$ cat config.mk
export PLATFORM = sky130hd
export DESIGN_NAME = dat_engine
export DESIGN_NICKNAME = d
export VERILOG_FILES = /design/src/dat_pkg.sv /design/src/dat_debounce.sv /design/src/dat_engine.sv
export SDC_FILE = /design/constraint.sdc
export NUM_CORES = 1
export LEC_CHECK = 0
export ABC_AREA = 0
export BUFFER_PORTS_ARGS = -buffer_cell sky130_fd_sc_hd__buf_2
export CAP_MARGIN = 20
export CORE_MARGIN = 1.5
export CORE_UTILIZATION = 55
export CTS_CLUSTER_SIZE = 30
export DETAILED_ROUTE_END_ITERATION = 10
export GPL_ROUTABILITY_DRIVEN = 0
export PLACE_DENSITY = 0.78
export RECOVER_POWER = 25
export SLEW_MARGIN = 10
export SYNTH_ARGS = -nofsm -noshare
export SYNTH_HDL_FRONTEND = slang
export SYNTH_SLANG_ARGS = --single-unit
export TNS_END_PERCENT = 20
$ cat constraint.sdc
create_clock -name REF_CLK -period 5.8 [get_ports REF_CLK]
set_input_delay 0.29 -clock REF_CLK [delete_from_list [all_inputs] [get_ports REF_CLK]]
set_output_delay 0.29 -clock REF_CLK [all_outputs]
set_load 0.005 [all_outputs]
$ cat src/dat_pkg.sv
// Shared constants and types for the digital input acquisition timing engine.
// Assumes a single 125 MHz reference clock; widths are defaults, except LINE_W in dat_fifo_model and FILT_CNT_W in dat_engine.
package dat_pkg;
  localparam int FUNC_PIN_N = 8;
  localparam int LINE_W = 8;
  localparam int DIV_W = 16;
  localparam int CNT_W = 24;
  localparam int FILT_W = 8;
  localparam int FILT_CNT_W = 12;
  // Filter step and clock period in picoseconds
  localparam int FILT_STEP_PS = 25000;
  localparam int CLK_PERIOD_PS = 8000;
  // Output pin routing choices
  localparam logic [1:0] ROUTE_NONE = 2'h0;
  localparam logic [1:0] ROUTE_STROBE = 2'h1;
  localparam logic [1:0] ROUTE_BEGIN = 2'h2;
  localparam logic [1:0] ROUTE_REF = 2'h3;
  typedef enum logic [4:0] {
    ST_IDLE = 5'h01,
    ST_ARM = 5'h02,
    ST_DELAY = 5'h04,
    ST_RUN = 5'h08,
    ST_POST = 5'h10
  } dat_state_t;
endpackage : dat_pkg

$ cat src/dat_debounce.sv
// Per-module debounce filter for the digital input lines.
// Lines arrive from pins; they are synchronised here before any use.
`timescale 1ns/1ps
module dat_debounce import dat_pkg::*; #(
  parameter int W = LINE_W,
  parameter int CW = FILT_CNT_W
) (
  input wire logic clk,
  input wire logic rst_n,
  input wire logic ce,
  input wire logic en,
  input wire logic [CW-1:0] half_cyc,
  input wire logic [W-1:0] din,
  output logic [W-1:0] dout
);
  typedef struct packed {
    logic [W-1:0] s1;
    logic [W-1:0] s2;
    logic [W-1:0] smp;
    logic [W-1:0] q;
    logic [CW-1:0] cnt;
  } dat_deb_t;

  dat_deb_t st_r;
  dat_deb_t st_nxt;
  logic tick;
  logic [W-1:0] q_bit;

  assign tick = (st_r.cnt == '0);

  // One shared strobe for all lines keeps the module on one setting
  for (genvar i = 0; i < W; i++) begin : g_line
    assign q_bit[i] = !en ? st_r.s2[i] :
      (tick && (st_r.s2[i] == st_r.smp[i])) ? st_r.s2[i] : st_r.q[i];
  end

  always_comb begin
    st_nxt = st_r;
    st_nxt.s1 = din;
    st_nxt.s2 = st_r.s1;
    st_nxt.q = q_bit;
    if (tick) begin
      st_nxt.cnt = half_cyc - 1'b1;
      st_nxt.smp = st_r.s2;
    end else begin
      st_nxt.cnt = st_r.cnt - 1'b1;
    end
  end

  always_ff @(posedge clk or negedge rst_n) begin
    if (!rst_n) begin
      st_r <= '0;
    end else if (ce) begin
      st_r <= st_nxt;
    end
  end

  assign dout = st_r.q;

  filt_change_a: assert property (@(posedge clk) disable iff (!rst_n)
    ($changed(st_r.q) && $past(en)) |-> $past(tick))
    else $error("Filtered line moved between strobes");
  filt_reject_a: assert property (@(posedge clk) disable iff (!rst_n)
    (ce && en && tick && (st_r.s2 != st_r.smp)) |=> st_r.q == $past(st_r.q))
    else $error("Single-sample pulse passed the filter");
  filt_pass_c: cover property (@(posedge clk) disable iff (!rst_n)
    ce && en && tick && (st_r.q != st_r.s2) && (st_r.s2 == st_r.smp));
endmodule : dat_debounce

$ cat src/dat_engine.sv
// Timing and trigger engine for hardware-timed digital input acquisition.
// Assumes pins and routed signals are asynchronous; software controls are
// on REF_CLK. The acquisition FIFO sits outside and reports FIFO_FULL.
`timescale 1ns/1ps
module dat_engine import dat_pkg::*; #(
  parameter int PN = FUNC_PIN_N,
  parameter int LW = LINE_W,
  parameter int DW = DIV_W,
  parameter int CW = CNT_W,
  parameter int FW = FILT_W
) (
  // Clock, reset, enable
  input wire logic REF_CLK,
  input wire logic RST_N,
  input wire logic CE,
  // Pins and routed signals
  input wire logic [PN-1:0] FUNC_PIN_IN,
  input wire logic COUNTER_OUT,
  input wire logic THRESH_EVT,
  input wire logic EXT_TIMEBASE,
  input wire logic EXT_STROBE,
  input wire logic [LW-1:0] DI_LINES,
  // Strobe configuration
  input wire logic CFG_TB_EXT,
  input wire logic CFG_STROBE_EXT,
  input wire logic CFG_STROBE_FALL,
  input wire logic [DW-1:0] CFG_DIV,
  input wire logic [CW-1:0] CFG_START_DELAY,
  // Trigger configuration
  input wire logic CFG_BEGIN_EN,
  input wire logic [$clog2(PN+2)-1:0] CFG_BEGIN_SRC,
  input wire logic CFG_BEGIN_FALL,
  input wire logic CFG_REF_EN,
  input wire logic [$clog2(PN+2)-1:0] CFG_REF_SRC,
  input wire logic CFG_REF_FALL,
  input wire logic CFG_HOLD_EN,
  input wire logic [$clog2(PN+2)-1:0] CFG_HOLD_SRC,
  input wire logic CFG_HOLD_LOW,
  input wire logic [1:0] CFG_ROUTE,
  // Acquisition configuration
  input wire logic CFG_FINITE,
  input wire logic [CW-1:0] CFG_SAMPLE_COUNT,
  input wire logic [CW-1:0] CFG_BUF_SIZE,
  input wire logic [CW-1:0] CFG_PRETRIG,
  input wire logic CFG_HW_TIMED,
  input wire logic CFG_FILT_EN,
  input wire logic [FW-1:0] CFG_FILT_STEPS,
  // Software commands
  input wire logic SW_START,
  input wire logic SW_STOP,
  input wire logic OVF_ACK,
  // FIFO side
  input wire logic FIFO_FULL,
  output logic FIFO_WR,
  output logic FIFO_DROP,
  output logic [LW-1:0] FIFO_DATA,
  // Status and pin output
  output logic FUNC_PIN_OUT,
  output logic BUSY,
  output logic DONE,
  output logic OVF_ERR
);
  localparam int SN = PN + 2;
  localparam int SW = $clog2(SN);
  localparam int VW = SN + 2;
  localparam logic [SW-1:0] THR_IDX = SW'(PN + 1);
  localparam int TB_IDX = SN;
  localparam int STB_IDX = SN + 1;
  localparam int HALF_DIV = 2 * CLK_PERIOD_PS;

  typedef struct packed {
    dat_state_t st;
    logic [VW-1:0] s1;
    logic [VW-1:0] s2;
    logic [VW-1:0] p;
    logic [DW-1:0] div_cnt;
    logic int_lvl;
    logic stb_prev;
    logic [CW-1:0] dly_cnt;
    logic [CW-1:0] smp_cnt;
    logic [CW-1:0] buf_cnt;
    logic [CW-1:0] post_cnt;
    logic begin_pls;
    logic ref_pls;
    logic ovf;
    logic wr;
    logic drop;
    logic [LW-1:0] data;
    logic fpin;
    logic busy;
    logic done;
  } dat_eng_t;

  dat_eng_t st_r;
  dat_eng_t st_nxt;

  logic [SN-1:0] src_now;
  logic [SN-1:0] src_old;
  logic begin_hit;
  logic ref_hit;
  logic hold_act;
  logic tb_tick;
  logic stb_lvl;
  logic stb_edge;
  logic samp;
  logic wrap;
  logic armed;
  logic [CW-1:0] post_goal;
  logic [LW-1:0] deb_out;
  logic filt_on;
  logic [31:0] half_full;
  logic [FILT_CNT_W-1:0] half_cyc;

  function automatic logic edge_of(input logic lvl, input logic old, input logic fall);
    edge_of = fall ? (old & ~lvl) : (lvl & ~old);
  endfunction : edge_of

  // Filter strobe at half the minimum width: a pulse needs two samples
  assign half_full = (32'(CFG_FILT_STEPS) * FILT_STEP_PS) / HALF_DIV;
  assign half_cyc = (half_full == 0) ? FILT_CNT_W'(1) : half_full[FILT_CNT_W-1:0];
  assign filt_on = CFG_FILT_EN & CFG_HW_TIMED;

  dat_debounce #(
    .W(LW),
    .CW(FILT_CNT_W)
  ) u_filter (
    .clk(REF_CLK),
    .rst_n(RST_N),
    .ce(CE),
    .en(filt_on),
    .half_cyc(half_cyc),
    .din(DI_LINES),
    .dout(deb_out)
  );

  assign src_now = st_r.s2[SN-1:0];
  assign src_old = st_r.p[SN-1:0];

  // Threshold event always starts on its rising edge
  assign begin_hit = (CFG_BEGIN_SRC == THR_IDX) ?
    edge_of(src_now[CFG_BEGIN_SRC], src_old[CFG_BEGIN_SRC], 1'b0) :
    edge_of(src_now[CFG_BEGIN_SRC], src_old[CFG_BEGIN_SRC], CFG_BEGIN_FALL);
  assign ref_hit = edge_of(src_now[CFG_REF_SRC], src_old[CFG_REF_SRC],
    CFG_REF_FALL);
  // Level only: no edge term here
  assign hold_act = CFG_HOLD_EN & (src_now[CFG_HOLD_SRC] ^ CFG_HOLD_LOW);

  assign tb_tick = CFG_TB_EXT ?
    (st_r.s2[TB_IDX] & ~st_r.p[TB_IDX]) : 1'b1;
  assign stb_lvl = CFG_STROBE_EXT ? st_r.s2[STB_IDX] : st_r.int_lvl;
  assign stb_edge = edge_of(stb_lvl, st_r.stb_prev, CFG_STROBE_FALL);
  assign samp = ((st_r.st == ST_RUN) || (st_r.st == ST_POST)) && stb_edge;
  assign wrap = CFG_REF_EN && (st_r.st == ST_RUN) &&
    (st_r.buf_cnt >= CFG_BUF_SIZE);
  assign armed = (st_r.smp_cnt >= CFG_PRETRIG);
  assign post_goal = CFG_BUF_SIZE - CFG_PRETRIG;

  always_comb begin
    st_nxt = st_r;
    st_nxt.s1 = {EXT_STROBE, EXT_TIMEBASE, THRESH_EVT, COUNTER_OUT, FUNC_PIN_IN};
    st_nxt.s2 = st_r.s1;
    st_nxt.p = st_r.s2;
    st_nxt.stb_prev = stb_lvl;
    st_nxt.begin_pls = 1'b0;
    st_nxt.ref_pls = 1'b0;
    st_nxt.wr = 1'b0;
    st_nxt.drop = 1'b0;
    st_nxt.done = 1'b0;

    // Internal strobe: one tick high per divider wrap, frozen on hold
    if (((st_r.st == ST_RUN) || (st_r.st == ST_POST)) && !hold_act && tb_tick) begin
      st_nxt.int_lvl = (st_r.div_cnt == '0);
      st_nxt.div_cnt = (st_r.div_cnt == '0) ? CFG_DIV - 1'b1 : st_r.div_cnt - 1'b1;
    end

    case (st_r.st)
      ST_IDLE: begin
        if (SW_START) begin
          st_nxt.smp_cnt = '0;
          st_nxt.buf_cnt = '0;
          st_nxt.post_cnt = '0;
          st_nxt.busy = 1'b1;
          if (CFG_BEGIN_EN) begin
            st_nxt.st = ST_ARM;
          end else begin
            st_nxt.begin_pls = 1'b1;
            st_nxt.st = ST_DELAY;
          end
        end
      end
      ST_ARM: begin
        if (begin_hit) begin
          st_nxt.begin_pls = 1'b1;
          st_nxt.st = ST_DELAY;
        end
      end
      default: begin
      end
    endcase

    // Delay applies only to the internally made strobe
    if ((st_nxt.st == ST_DELAY) && (st_r.st != ST_DELAY)) begin
      st_nxt.dly_cnt = CFG_START_DELAY;
      st_nxt.div_cnt = '0;
      st_nxt.int_lvl = 1'b0;
    end
    if (st_r.st == ST_DELAY) begin
      if (CFG_STROBE_EXT || (st_r.dly_cnt == '0)) begin
        st_nxt.st = ST_RUN;
      end else begin
        st_nxt.dly_cnt = st_r.dly_cnt - 1'b1;
      end
    end

    if (samp) begin
      if (FIFO_FULL && !wrap) begin
        st_nxt.ovf = 1'b1;
      end else begin
        st_nxt.wr = 1'b1;
        st_nxt.data = deb_out;
        st_nxt.drop = wrap;
        st_nxt.smp_cnt = st_r.smp_cnt + 1'b1;
        if (!wrap) begin
          st_nxt.buf_cnt = st_r.buf_cnt + 1'b1;
        end
        if (st_r.st == ST_POST) begin
          st_nxt.post_cnt = st_r.post_cnt + 1'b1;
          if (st_r.post_cnt + 1'b1 >= post_goal) begin
            st_nxt.st = ST_IDLE;
          end
        end else if (CFG_FINITE && !CFG_REF_EN &&
                     (st_r.smp_cnt + 1'b1 == CFG_SAMPLE_COUNT)) begin
          st_nxt.st = ST_IDLE;
        end
      end
    end

    // Reference only counts once the pretrigger part is in
    if ((st_r.st == ST_RUN) && CFG_FINITE && CFG_REF_EN && ref_hit && armed) begin
      st_nxt.ref_pls = 1'b1;
      st_nxt.st = (post_goal == '0) ? ST_IDLE : ST_POST;
    end

    if (SW_STOP && (st_r.st != ST_IDLE)) begin
      st_nxt.st = ST_IDLE;
    end
    if ((st_r.st != ST_IDLE) && (st_nxt.st == ST_IDLE)) begin
      st_nxt.busy = 1'b0;
      st_nxt.done = 1'b1;
    end

    // Acknowledge or restart clears; a new overflow in that cycle wins
    if ((OVF_ACK || (SW_START && (st_r.st == ST_IDLE))) &&
        !(samp && FIFO_FULL && !wrap)) begin
      st_nxt.ovf = 1'b0;
    end

    case (CFG_ROUTE)
      ROUTE_STROBE: st_nxt.fpin = ~stb_lvl;
      ROUTE_BEGIN: st_nxt.fpin = st_nxt.begin_pls;
      ROUTE_REF: st_nxt.fpin = st_nxt.ref_pls;
      default: st_nxt.fpin = 1'b0;
    endcase
  end

  always_ff @(posedge REF_CLK or negedge RST_N) begin
    if (!RST_N) begin
      st_r <= '0;
      st_r.st <= ST_IDLE;
    end else if (CE) begin
      st_r <= st_nxt;
    end
  end

  assign FIFO_WR = st_r.wr;
  assign FIFO_DROP = st_r.drop;
  assign FIFO_DATA = st_r.data;
  assign FUNC_PIN_OUT = st_r.fpin;
  assign BUSY = st_r.busy;
  assign DONE = st_r.done;
  assign OVF_ERR = st_r.ovf;

  ovf_set_a: assert property (@(posedge REF_CLK) disable iff (!RST_N)
    (CE && samp && FIFO_FULL && !wrap) |=> OVF_ERR && !FIFO_WR)
    else $error("Strobe into full FIFO did not flag overflow");
  ovf_hold_a: assert property (@(posedge REF_CLK) disable iff (!RST_N)
    (OVF_ERR && !OVF_ACK && !SW_START) |=> OVF_ERR)
    else $error("Overflow dropped without acknowledge");
  one_write_a: assert property (@(posedge REF_CLK) disable iff (!RST_N)
    (CE && samp && !(FIFO_FULL && !wrap)) |=> FIFO_WR && (FIFO_DATA == $past(deb_out)))
    else $error("Strobe did not store one reading");
  edge_only_a: assert property (@(posedge REF_CLK) disable iff (!RST_N)
    (FIFO_WR && $past(CE)) |-> $past(samp))
    else $error("Write without an active strobe edge");
  pin_inv_a: assert property (@(posedge REF_CLK) disable iff (!RST_N)
    (CE && (CFG_ROUTE == ROUTE_STROBE)) |=> FUNC_PIN_OUT == !$past(stb_lvl))
    else $error("Routed strobe not inverted");
  drop_wrap_a: assert property (@(posedge REF_CLK) disable iff (!RST_N)
    FIFO_DROP |-> FIFO_WR && $past(CFG_REF_EN) && ($past(st_r.st) == ST_RUN))
    else $error("Oldest sample dropped outside pretrigger wrap");
  ref_early_a: assert property (@(posedge REF_CLK) disable iff (!RST_N)
    (CE && (st_r.st == ST_RUN) && ref_hit && !armed && !samp) |=> st_r.st != ST_POST)
    else $error("Reference taken before pretrigger count");
  hold_stop_a: assert property (@(posedge REF_CLK) disable iff (!RST_N)
    (CE && hold_act && (st_r.st == ST_RUN)) |=> $stable(st_r.int_lvl) && $stable(st_r.div_cnt))
    else $error("Internal strobe ran during hold");
  fin_stop_a: assert property (@(posedge REF_CLK) disable iff (!RST_N)
    (CE && CFG_FINITE && !CFG_REF_EN && samp && !FIFO_FULL && !SW_STOP &&
     (st_r.smp_cnt + 1'b1 == CFG_SAMPLE_COUNT)) |=> (st_r.st == ST_IDLE) && DONE)
    else $error("Finite acquisition did not stop at count");

  post_entry_c: cover property (@(posedge REF_CLK) disable iff (!RST_N)
    CE && (st_r.st == ST_RUN) ##1 (st_r.st == ST_POST));
  ovf_c: cover property (@(posedge REF_CLK) disable iff (!RST_N) CE && !OVF_ERR ##1 OVF_ERR);
  wrap_c: cover property (@(posedge REF_CLK) disable iff (!RST_N) FIFO_DROP);
  fin_done_c: cover property (@(posedge REF_CLK) disable iff (!RST_N) DONE && CFG_FINITE);
endmodule : dat_engine

### Yosys cells after proc, flatten, opt, wreduce, memory -nomap -nowiden

Index checks and enable logic that the tools add are counted.

| word-level totals | value |
|---|---|
| register bits after elaboration | 212 |
| latch bits | 0 |
| bits in writable memories | 0 |
| bits in read-only memories | 0 |
| bits of input ports | 173 |
| output and inout port bits | 14 |
| word-level logic and storage cells | 224 |
| memories kept | 0 |

| cells by class | value |
|---|---|
| $add $sub $neg | 9 |
| multiply operators | 1 |
| div/mod/pow operators | 1 |
| magnitude comparators | 6 |
| equality and inequality tests | 30 |
| shift operators | 0 |
| muxes and demuxes | 72 |
| bitwise operators | 18 |
| reductions and logical operators | 57 |

Operators with widths:

| cell | number |
|---|---|
| 72-bit two-way mux | 3 |
| 24-bit two-way mux | 5 |
| 73-bit two-way mux | 1 |
| 24-bit by 1-bit adder with 24-bit output (second input constant) | 3 |
| 24-bit >= comparator | 3 |
| 5-bit two-way mux | 12 |
| 24-bit logical NOT | 2 |
| 1-bit two-way mux | 34 |
| 17-bit two-way mux | 2 |
| 23-bit by 14-bit divider with 32-bit output (second input constant) | 1 |
| 32-bit logical NOT | 1 |
| 16-bit by 1-bit subtractor with 16-bit output (second input constant) | 2 |
| 1-bit logical AND | 27 |
| 24-bit == test | 1 |
| 12-bit two-way mux | 2 |
| 12-bit by 1-bit subtractor with 12-bit output (second input constant) | 2 |
| 24-bit by 1-bit subtractor with 24-bit output (second input constant) | 1 |
| 24-bit subtractor | 1 |
| 1-bit binary-select mux with 4-bit select | 5 |
| 8-bit by 12-bit multiplier with 20-bit output (second input constant) | 1 |
| 2-bit AND reduction | 10 |
| 16-bit logical NOT | 1 |
| 16-bit two-way mux | 1 |
| 2-bit inequality test (second input constant) | 8 |
| 27 further kinds | 65 |

### Logic depth before layout (Yosys ltp)

Gate-level depths: netlist (run 1).

| depth | value |
|---|---|
| depth in word-level cells | 20 |
| depth in mapped cells | 43 |
| mapped depth without buffers | 38 |

### Cells and area by module

Synthesis (run 1) repeated with hierarchy kept, for this count alone.

| unflattened totals | value |
|---|---|
| cell total of the unflattened synthesis | 2,273 |
| area, all modules | 19,252.2 sq um |

Modules (own cells, without submodules):

| module | times used | cells each | area each (sq um) | sequential area each (sq um) |
|---|---|---|---|---|
| dat_engine | 1 | 2,053 | 16,972.5 | 4,205.3 |
| dat_debounce | 1 | 220 | 2,279.7 | 1,101.1 |

### Worst setup path before layout (run 1)

No wires, ideal clock.

| path | value |
|---|---|
| kind | input to register |
| start point | in CFG_FILT_STEPS[3] |
| end point | reg u_filter.st_r[10] (netlist name) |
| library setup time | 79 ps |
| arrival | 9,913 ps |
| data required time | 5,721 ps |
| path slack | -4,192 ps |
| stages | 36 |
| buffers on the path | 2 |
| path through | ha_1 > inv_1 > fa_1 > inv_1 > fa_1 > ha_1 > ha_1 > buf_6 > a21o_1 > a221oi_4 > o22ai_2 > a21oi_2 > xnor2_1 > clkbuf_1 > o22ai_1 > a31oi_1 > nand3_1 > xor2_2 > or4_1 > o221a_2 > or2_1 > or3_1 > a32o_2 > a211oi_4 > o211ai_2 > nand4_1 > mux2_2 > a2111o_1 > o31a_1 > o31ai_1 > mux2_4 > a221oi_4 > ha_1 > nand2_1 > nor4_1 > xor2_1 |

| on the way | value |
|---|---|
| longest elaborated chain between the ends | 6 |

RTL lines:

| element | line | text |
|---|---|---|
| from (decl) | dat_engine.sv:47 | `input wire logic [FW-1:0] CFG_FILT_STEPS,` |
| 8-bit by 12-bit multiplier with 20-bit output * | dat_engine.sv:119 | `assign half_full = (32'(CFG_FILT_STEPS) * FILT_STEP_PS) / HALF_DIV;` |
| 23-bit by 14-bit divider with 32-bit output * | dat_engine.sv:119 |  |
| 32-bit logical NOT | dat_engine.sv:120 | `assign half_cyc = (half_full == 0) ? FILT_CNT_W'(1) : half_full[FILT_CNT_W-1:0];` |
| 12-bit two-way mux * | dat_engine.sv:120 |  |
| 12-bit by 1-bit subtractor with 12-bit output * | dat_debounce.sv:43 | `st_nxt.cnt = half_cyc - 1'b1;` |
| 12-bit two-way mux * | dat_debounce.sv:42 | `if (tick) begin` |
| to (signal assigned) | dat_debounce.sv:54 | `st_r <= st_nxt;` |
| to (decl) | dat_debounce.sv:24 | `dat_deb_t st_r;` |

Mark *: on every way between the ends. The rest lies on a longest branch, timed or not.
A chain may end at the register's enable or synchronous reset.

### Worst setup path after layout (run 1)

| path | value |
|---|---|
| start point | in CFG_FILT_STEPS[4] |
| end point | reg u_filter.st_r[8] (netlist name) |

Same word-level chain as after synthesis.

==> run summary, run 1 <==
Root Buffer Master = clkbuf_16
M2 GR Usage = 0.5451
Synthesized area per cell = 8.352 um2
Setup CP Type = in -> reg
Register bit count reported by yosys = 212
Post-synthesis cell count = 2270
Clk_skew = 31.54 ps
Buf/Inv on CP = 10
Routing usage on met1 = 0.3966
Routed via count = 19720
Vias in the first global route = 19590
# DRC = 0
Hold crit path type = in -> reg
Post-DRT Antenna Nets = 0
GRT overflow = 0
Share of cells above drive strength 1 = 0.2844
Crit path required time = 6200 ps
Post-route clock period utilization = 1.621
Share of async-settable or async-resettable flops after synthesis = 1.000
Ys Warns = 0
Setup tns final = -41910 ps
Most common cell after layout, fill and taps aside = buf_4
Cell Area, Synth = 18960 um2
First-pass GRT wire length = 93530 um
RSZ-0062 raised after global routing = true
Worst setup EP type = flop
Register area share after synthesis = 0.2799
Count of final max-slew check failures = 95
Setup violations, final = 12
CTS clk-pin slew, worst paths = 60 ps
Post-layout worst setup margin = -3600 ps
Global routing met3 resource utilization = 0.04545
Rows = 67
Post-Route WL = 56820 um
Clock tree from TritonCTS = done
Htree depth = 1
Commonest non-fill, non-tap cells in the layout = buf_4 (325), dfrtp_1 (210), a21oi_1 (185)
Die width = 188.7 um
Status = complete, but fails checks
Max stage delay on crit path = 570 ps
CTS buffer count = 25
Reg area = 5308 um2
First-iteration detailed-routing DRC count = 1674
Worst Path Arrival = 9800 ps
Skew-Pair Late Insertion Delay = 530 ps
Routed WL per cell = 17.79 um
Die Y = 188.7 um
CP startpoint kind = input port
Max frequency = 106.4 MHz
Initial antenna violation count = 3
Bufs on Longest Clock Path = 3
Initial core utilization = 0.5626
Delay-heaviest family, CP = compound AO/OA/AOI/OAI gates
Final Core Density = 0.7249
Ys flop type = dfrtp_1
Worst-Margin Slew = 4480 ps
Synth top area cells = dfrtp_1 (28%), ha_1 (10%), a21oi_1 (5.2%)
Die area = 35590 um2
Final min period = 9400 ps
PortBufs = 186
Grt peak-use layer = met2
Total core area = 33700 um2
DP Worst Slack = -4424 ps
Reg-to-Reg Start = st_r[16]
Fill count = 2505
Number of max-cap violations = 1
Slowest cell on crit path = fa_1
Hold Crit Start = FUNC_PIN_IN[7]
TritonCTS Sinks = 212
P&R area growth vs syn = 28.85%
Slew headroom = -1.987
Post-synthesis cell type count = 107
Share of the synthesized area in the top cell type = 0.2785
Worst path most repeated cell = buf_4
Multi-input logic area = 13420 um2
Pin count of the biggest net entering global routing = 95
Fin nets = 3071
Dpl hpwl = 40910 um
Vias per cell = 6.175
Hold Vio Cnt, Final = 0
Final hold slack = 13.95 ps
Post-synth EDFFs = 0
ANT cells = 0
Yosys top cell by area = dfrtp_1
Failing checks = max-capacitance violations, max-slew violations, negative setup slack
Worst-path fanout max = 5
Crit path from = CFG_FILT_STEPS[4]
Mapped Nets = 2611
Num ports = 187
Total GRT Usage = 0.3113
DR pass1 iterations = 6
==> per-layer routing <==
| layer | vias to the layer above | wire length (um) |
|---|---|---|
| li1 | 9259 | - |
| met1 | 9460 | 23340 |
| met2 | 841 | 27880 |
| met3 | 158 | 4053 |
| met4 | 4 | 1528 |
| met5 | - | 21 |
==> flip-flops by register name, indices dropped and copies added, names as in the netlist <==
signal and flops:
u_filter.dout 8, st_nxt 14, FIFO_DATA 8, FIFO_DROP 1
OVF_ERR 1, FIFO_WR 1, BUSY 1, src_old 10
DONE 1, st_r 120, FUNC_PIN_OUT 1, u_filter.st_nxt 8
src_now 10, u_filter.st_r 28
==> Yosys cell counts, types with 6 or more instances <==
cell / n
xor2_1: 36
o211ai_1: 23
or2_2: 12
a31oi_1: 26
and3_1: 37
nor2b_1: 10
nor4_1: 20
o311ai_0: 6
nor4b_1: 9
a22oi_1: 8
o22ai_1: 18
nand3_1: 119
buf_4: 10
dfrtp_1: 211
a22o_1: 7
buf_1: 11
buf_2: 6
o31ai_1: 19
o21ai_0: 157
a211oi_1: 27
o221ai_1: 6
and2_1: 12
clkbuf_1: 74
nand2_1: 166
mux2_2: 60
o2bb2ai_1: 22
nand4b_1: 8
mux4_2: 10
fa_1: 13
nor3_1: 56
xnor2_1: 74
o21ai_1: 8
a221o_1: 6
inv_1: 166
a21o_1: 66
or3_1: 18
o31a_1: 8
a21oi_1: 196
nand2b_1: 26
o211a_1: 8
mux2i_1: 35
ha_1: 155
nand4_1: 29
o21a_1: 9
nor2_1: 152
==> through the flow <==
| stage | cell area [um2] | instances |
|---|---|---|
| after CTS | 23910 | 3172 |
| after global routing | 24430 | 3194 |
| final | 24430 | 3194 |
| after global placement | 22410 | 3091 |
| after detailed placement | 22410 | 3091 |
| after floorplan | 19140 | 2270 |
==> logic make-up after synthesis <==
group	after synthesis	share of synthesized area
AND/OR/NAND/NOR	703	0.1844
AO/OA/AOI/OAI	698	0.2433
buffers and inverters	270	0.05629
flip-flops	212	0.2799
adder cells (fa/ha/maj)	168	0.1160
XOR/XNOR	112	0.05253
multiplexers	107	0.06758
==> worst paths after layout <==
check	to	slack, ps	cells past startpoint
max	u_filter.st_r[8]	-3600	42
min	st_nxt[149]	10	2
max reg2reg	st_r[170]	210	28
min reg2reg	FIFO_DATA[3]	470	2
max in group asynchronous	st_r[16]	970	3
min in group asynchronous	st_r[124]	2090	2
==> final cells by class <==
cell class / count / share of cell area
clock buffers: 36 / 0.03017
clock inverters: 7 / 0.003739
inverters: 167 / 0.02566
multi-input cells: 1789 / 0.5495
flip-flops and latches: 212 / 0.2173
well taps: 448 / 0.02294
repair buffers: 535 / 0.1508
==> timing repair <==
| item | in CTS | in global routing |
|---|---|---|
| cloned | 1 | 0 |
| endpoints found under the hold margin | 102 | 0 |
| buffers inserted | 26 | 20 |
| resized for setup | 66 | 73 |
| pin swaps | 47 | 66 |
| endpoints found under the setup margin | 14 | 101 |
| hold buffers | 11 | 0 |
Power of run 1 is left out: the tool's default activity adds up to more than one toggle a clock period on the data nets, which glitch-free logic cannot reach.
==> run 2: changes to the inputs <==
--- a/config.mk
+++ b/config.mk
@@ -9,11 +9,12 @@
 export BUFFER_PORTS_ARGS = -buffer_cell sky130_fd_sc_hd__buf_2
 export CAP_MARGIN = 20
 export CORE_MARGIN = 1.5
-export CORE_UTILIZATION = 55
+export CORE_UTILIZATION = 45
 export CTS_CLUSTER_SIZE = 30
 export DETAILED_ROUTE_END_ITERATION = 10
 export GPL_ROUTABILITY_DRIVEN = 0
-export PLACE_DENSITY = 0.78
+export MAX_ROUTING_LAYER = met4
+export PLACE_DENSITY = 0.66
 export RECOVER_POWER = 25
 export SLEW_MARGIN = 10
 export SYNTH_ARGS = -nofsm -noshare
==> run summary, run 2 (synthesized netlist as in run 1, its figures left out) <==
Worst-Margin Slew = 2652 ps (-1828 ps)
Die Y = 208.3 um (+10%)
Slowest cell on crit path = nor4_1
Fin nets = 3068 (-0.098%)
Combinational power share = 0.794
Fill count = 3704 (+48%)
Share of cells above drive strength 1 = 0.2879 (+0.003487)
Total core area = 41760 um2 (+24%)
Largest register FFs = 120 (unchanged)
DR pass1 iterations = 5 (-1)
Post-Route WL = 57250 um (+0.75%)
P&R area growth vs syn = 29.69%
Hold Vio Cnt, Final = 0 (unchanged)
Pint = 9.975 mW
Failing checks = max-capacitance violations, max-slew violations, negative setup slack
Pin count of the biggest net entering global routing = 101 (+6.3%)
Total power = 18.72 mW
Bufs on Longest Clock Path = 3 (unchanged)
Max stage delay on crit path = 500 ps (-70 ps)
CTS clk-pin slew, worst paths = 60 ps (about the same)
Dpl hpwl = 41780 um (+2.1%)
Crit path required time = 6240 ps (+40 ps)
Post-DP Area = 22530 um2 (+0.54%)
Setup CP Type = in -> reg
Hold crit path type = in -> reg
Worst Path Arrival = 9680 ps (-120 ps)
RSZ-0062 raised after global routing = true
First-pass GRT wire length = 92870 um (-0.70%)
Vias in the first global route = 18910 (-3.5%)
Status = complete, but fails checks
Worst-path fanout max = 5 (unchanged)
Die area = 43370 um2 (+22%)
Total GRT Usage = 0.2625 (-0.04874)
Switching power = 8.747 mW
Clock tree from TritonCTS = done
Clock power share = 0.089
Clk_skew = 24.78 ps (-6.766 ps)
Most common cell after layout, fill and taps aside = buf_4
Final min period = 9232 ps (-167.8 ps)
Setup violations, final = 12 (unchanged)
Max frequency = 108.3 MHz (+1.8%)
DP Worst Slack = -4386 ps (+38.47 ps)
Switching Share = 0.4672
CTS buffer count = 25 (unchanged)
Count of final max-slew check failures = 138 (+45%)
Pwr/cell area = 761.4 nW/um2
TritonCTS Sinks = 212 (unchanged)
Skew-Pair Late Insertion Delay = 540 ps (about the same)
Final Non-Filler Cells = 3287 (+2.9%)
Placed cells = 3183 (+3.0%)
Post-DRT Antenna Nets = 0 (unchanged)
Htree depth = 1 (unchanged)
Leakage power = 11.56 nW
Rows = 75 (+12%)
Number of max-cap violations = 2 (+1)
PortBufs = 186 (unchanged)
Initial antenna violation count = 4 (+1)
Routed via count = 19250 (-2.4%)
Worst setup EP type = flop
Maximum vdd drop = 1.022 mV
Sequential power share = 0.118
Slew headroom = -0.7679 (+1.219)
Commonest non-fill, non-tap cells in the layout = buf_4 (317), dfrtp_1 (211), buf_2 (181)
Post-route design area = 24590 um2 (+0.65%)
Num ports = 187 (unchanged)
# DRC = 0 (unchanged)
Post-layout worst setup margin = -3432 ps (+167.8 ps)
First-iteration detailed-routing DRC count = 1431 (-15%)
GRT overflow = 0 (unchanged)
Routed WL per cell = 17.42 um (-2.1%)
Root Buffer Master = clkbuf_16
Die width = 208.3 um (+10%)
CP startpoint kind = input port
Post-route clock period utilization = 1.592 (-0.02893)
Vias per cell = 5.856 (-5.2%)
Worst path most repeated cell = buf_4
Largest Register = st_r
Initial core utilization = 0.4540 (-0.1086)
[run 2: changes by cell type in the layout (fill, tap and decap cells not counted), moves of 3 or more]
cell	delta
clkinv_2	+3
a21oi_2	+6
inv_1	-5
diode_2	+4
buf_2	+4
clkbuf_1	-6
a21oi_1	-5
dlygate4sd3_1	+8
buf_4	-8
inv_2	+5
[run 2: area by class of cell]
cell class,count,area (um2),share of cell area
tap,539,674.4,0.02743
inverter,167,626.9,0.02549
multi-input combinational,1788,13430,0.5463
clock inverter,10,128.9,0.005241
antenna,4,10.01,0.0004071
timing repair buffer,533,3681,0.1497
clock buffer,34,729.5,0.02967
sequential,212,5306,0.2158
[run 2: layer usage]
layer  wire length [um]  vias to the layer above  global-route usage
met5                  0                        -                   -
met2              27610                      589              0.4378
met4               1400                        0             0.07199
met1              25460                     9263              0.3402
li1                   -                     9276                   -
met3               2775                      121             0.02551
[run 2: worst max-delay path: cells and delay by family]
kind	cells	cell delay, ps
adders and majority gates	6	1980
and+or+nand+nor	9	1730
muxes	3	1020
buffers and inverters	9	1170
AOI/OAI and AO/OA	14	3450
[run 2: metrics by stage]
step                      setup TNS [ps]    util  hold slack, ps
after floorplan                   -43830       -          -5.591
after global placement            -47750  0.5394           355.9
after detailed placement          -53020  0.5394           361.7
after CTS                         -39110  0.5723           3.833
after global routing              -43620  0.5888           14.85
final                             -39910  0.5888           19.51
[run 2: final timing paths]
kind / startpoint / endpoint / slack [ps] / cells after the start
worst max-delay path: CFG_FILT_STEPS[4] / u_filter.st_r[4] / -3430 / 41
worst min-delay path: DI_LINES[4] / u_filter.st_nxt[32] / 20 / 2
worst max register to register: st_r[40] / st_r[166] / 270 / 31
worst min register to register: FIFO_DATA[6] / FIFO_DATA[6] / 480 / 2
max in group asynchronous: RST_N / FIFO_DATA[3] / 2720 / 3
min in group asynchronous: RST_N / st_r[66] / 1060 / 2
[run 2: power groups by stage]
stage               clock network, mW  registers [mW]  logic [mW]
detailed placement                  0            2.21        13.2
floorplan                           0            2.09        7.85
global placement                    0            2.19        12.8
finish                           1.66            2.20        14.9
CTS                              1.70            2.19        13.6
global route                     1.75            2.25        15.9
[run 2: what timing repair did]
| item | in CTS | in global routing |
|---|---|---|
| pin swaps | 34 | 69 |
| gates resized for setup | 47 | 99 |
| buffers inserted | 6 | 30 |
| hold endpoints to repair | 115 | 0 |
| endpoints found under the setup margin | 12 | 97 |
| hold buffers | 19 | 0 |
(Power assumes the default switching activity.)
==> run 3: changes to the inputs <==
--- a/config.mk
+++ b/config.mk
@@ -5,7 +5,7 @@
 export SDC_FILE = /design/constraint.sdc
 export NUM_CORES = 1
 export LEC_CHECK = 0
-export ABC_AREA = 0
+export ABC_AREA = 1
 export BUFFER_PORTS_ARGS = -buffer_cell sky130_fd_sc_hd__buf_2
 export CAP_MARGIN = 20
 export CORE_MARGIN = 1.5
==> run summary, run 3 <==
# DRC = 0 (unchanged)
Register bit count reported by yosys = 212 (unchanged)
CP startpoint kind = input port
Post-synthesis cell count = 2609 (+15%)
Share of cells above drive strength 1 = 0.2437 (-0.04421)
CTS clk-pin slew, worst paths = 60 ps (about the same)
Post-synthesis cell type count = 66 (-38%)
Total core area = 40010 um2 (-4.2%)
Multi-input logic area = 12400 um2 (-7.7%)
Status = complete, but fails checks
Most frequent cells after synthesis = nand2_1 (558), inv_1 (427), o21ai_0 (213)
Skew-Pair Late Insertion Delay = 540 ps (about the same)
Ys flop type = dfrtp_1
Bufs on Longest Clock Path = 3 (unchanged)
Post-DRT Antenna Nets = 0 (unchanged)
Hold Vio Cnt, Final = 0 (unchanged)
First-pass GRT wire length = 87300 um (-6.0%)
Post-layout worst setup margin = -2655 ps (+776.8 ps)
Share of async-settable or async-resettable flops after synthesis = 1.000 (unchanged)
Die Y = 205.1 um (-1.5%)
Post-Route WL = 55820 um (-2.5%)
Final min period = 8455 ps (-776.8 ps)
Most common cell in the netlist = nand2_1
Htree depth = 1 (unchanged)
Routing usage on met1 = 0.3297 (-0.01050)
Largest Register = st_r
Worst-Margin Slew = 4564 ps (+1912 ps)
Max frequency = 118.3 MHz (+9.2%)
Yosys top cell by area = dfrtp_1
Dpl hpwl = 39990 um (-4.3%)
Worst setup EP type = flop
Fin nets = 3336 (+8.7%)
PortBufs = 186 (unchanged)
Routed via count = 18970 (-1.5%)
Mapped Nets = 2950 (+13%)
Initial core utilization = 0.4595 (+0.005507)
Worst-path fanout max = 7 (+2)
Ys Warns = 0 (unchanged)
Worst path most repeated cell = nand2_2
Synth top area cells = dfrtp_1 (29%), nand2_1 (11%), ha_1 (11%)
Total GRT Usage = 0.2605 (-0.001977)
Fill count = 3547 (-4.2%)
Vias per cell = 5.353 (-8.6%)
Initial antenna violation count = 5 (+1)
Setup violations, final = 12 (unchanged)
Register-to-register setup slack = 750 ps (+480 ps)
Crit path required time = 6210 ps (-30 ps)
GRT overflow = 0 (unchanged)
Register area share after synthesis = 0.2886 (+0.008762)
Hold crit path type = in -> reg
Worst Path Arrival = 8860 ps (-820 ps)
Rows = 73 (-2.7%)
Die area = 42070 um2 (-3.0%)
TritonCTS Sinks = 212 (unchanged)
Root Buffer Master = clkbuf_16
Largest register FFs = 120 (unchanged)
Max stage delay on crit path = 580 ps (+80 ps)
Grt peak-use layer = met2
Post-synth EDFFs = 0 (unchanged)
DR pass1 iterations = 5 (unchanged)
CTS buffer count = 26 (+4.0%)
Num ports = 187 (unchanged)
Final hold slack = 16.37 ps (-3.145 ps)
P&R area growth vs syn = 29.63% (about the same)
Post-route clock period utilization = 1.458 (-0.1339)
Routed WL per cell = 15.76 um (-9.5%)
Count of final max-slew check failures = 191 (+38%)
Reg area = 5306 um2 (unchanged)
Failing checks = max-capacitance violations, max-slew violations, negative setup slack
Share of the synthesized area in the top cell type = 0.2872 (+0.008719)
Commonest non-fill, non-tap cells in the layout = nand2_1 (477), inv_1 (406), dfrtp_1 (211)
Slowest cell on crit path = fa_1
Die width = 205.1 um (-1.5%)
Clock tree from TritonCTS = done
Slew headroom = -2.043 (-1.275)
First-iteration detailed-routing DRC count = 1244 (-13%)
Synthesized area per cell = 7.046 um2 (-16%)
Pin count of the biggest net entering global routing = 120 (+19%)
Clk_skew = 22.12 ps (-2.662 ps)
Most common cell after layout, fill and taps aside = nand2_1
Number of max-cap violations = 2 (unchanged)
Cell Area, Synth = 18380 um2 (-3.0%)
Global routing met3 resource utilization = 0.03198 (+0.006466)
Setup CP Type = in -> reg
M2 GR Usage = 0.4317 (-0.006073)
Vias in the first global route = 18230 (-3.6%)
RSZ-0062 raised after global routing = true
## run 3: worst paths after layout
check                              endpoint               from  cells after the start
min in group asynchronous          st_r[47]              RST_N                      2
min reg2reg                    FIFO_DATA[5]       FIFO_DATA[5]                      2
max in group asynchronous          st_r[88]              RST_N                      2
max reg2reg                       st_r[127]          st_r[166]                     12
min                             st_nxt[150]        COUNTER_OUT                      3
max                        u_filter.st_r[8]  CFG_FILT_STEPS[4]                     70
## run 3: cells by family after synthesis
kind of cell	after synthesis	synth area share
buffers and inverters	515	0.1073
adders and majority gates	168	0.1196
DFF	212	0.2886
AOI/OAI and AO/OA	572	0.1838
xor gates and xnor gates	112	0.05336
and+or+nand+nor	1030	0.2473
## run 3: stage by stage
step / setup WS, ps / TNS (ps) / cells / utilization / area [um2]
floorplan: -2209 / -20760 / 2609 / - / 18630
global placement: -2891 / -30350 / 3404 / 0.5270 / 21080
detailed placement: -3202 / -33960 / 3404 / 0.5270 / 21080
CTS: -2125 / -21960 / 3511 / 0.5789 / 23160
global route: -3074 / -34120 / 3543 / 0.5957 / 23830
finish: -2655 / -29200 / 3543 / 0.5957 / 23830
## run 3: final cells by class
class | count | area share
multi-input cells | 1882 | 0.5202
flip-flops and latches | 212 | 0.2227
repair buffers | 423 | 0.1189
inverters | 450 | 0.07203
clock buffers | 35 | 0.03129
well taps | 525 | 0.02756
clock inverters | 10 | 0.006668
diodes | 6 | 0.0006300
## run 3: timing repair
item	CTS	global route
buffers inserted	43	26
hold buffers	20	0
cloned	0	0
gates resized for setup	177	110
endpoints found under the hold margin	112	0
setup endpoints to repair	12	12
pin swaps	127	95
## run 3: routing by layer
| layer | up-vias | share of wire |
|---|---|---|
| li1 | 9436 | - |
| met5 | - | 0 |
| met2 | 582 | 0.47 |
| met4 | 0 | 0.031 |
| met3 | 113 | 0.054 |
| met1 | 8836 | 0.44 |
## run 3: worst max-delay path: cells and delay by family
kind,cells,cell delay (ps)
simple gates,46,4540
buf+inv,12,1080
compound gates,6,960
fa+ha+maj,6,1980
Power of run 3 is left out for the same reason.
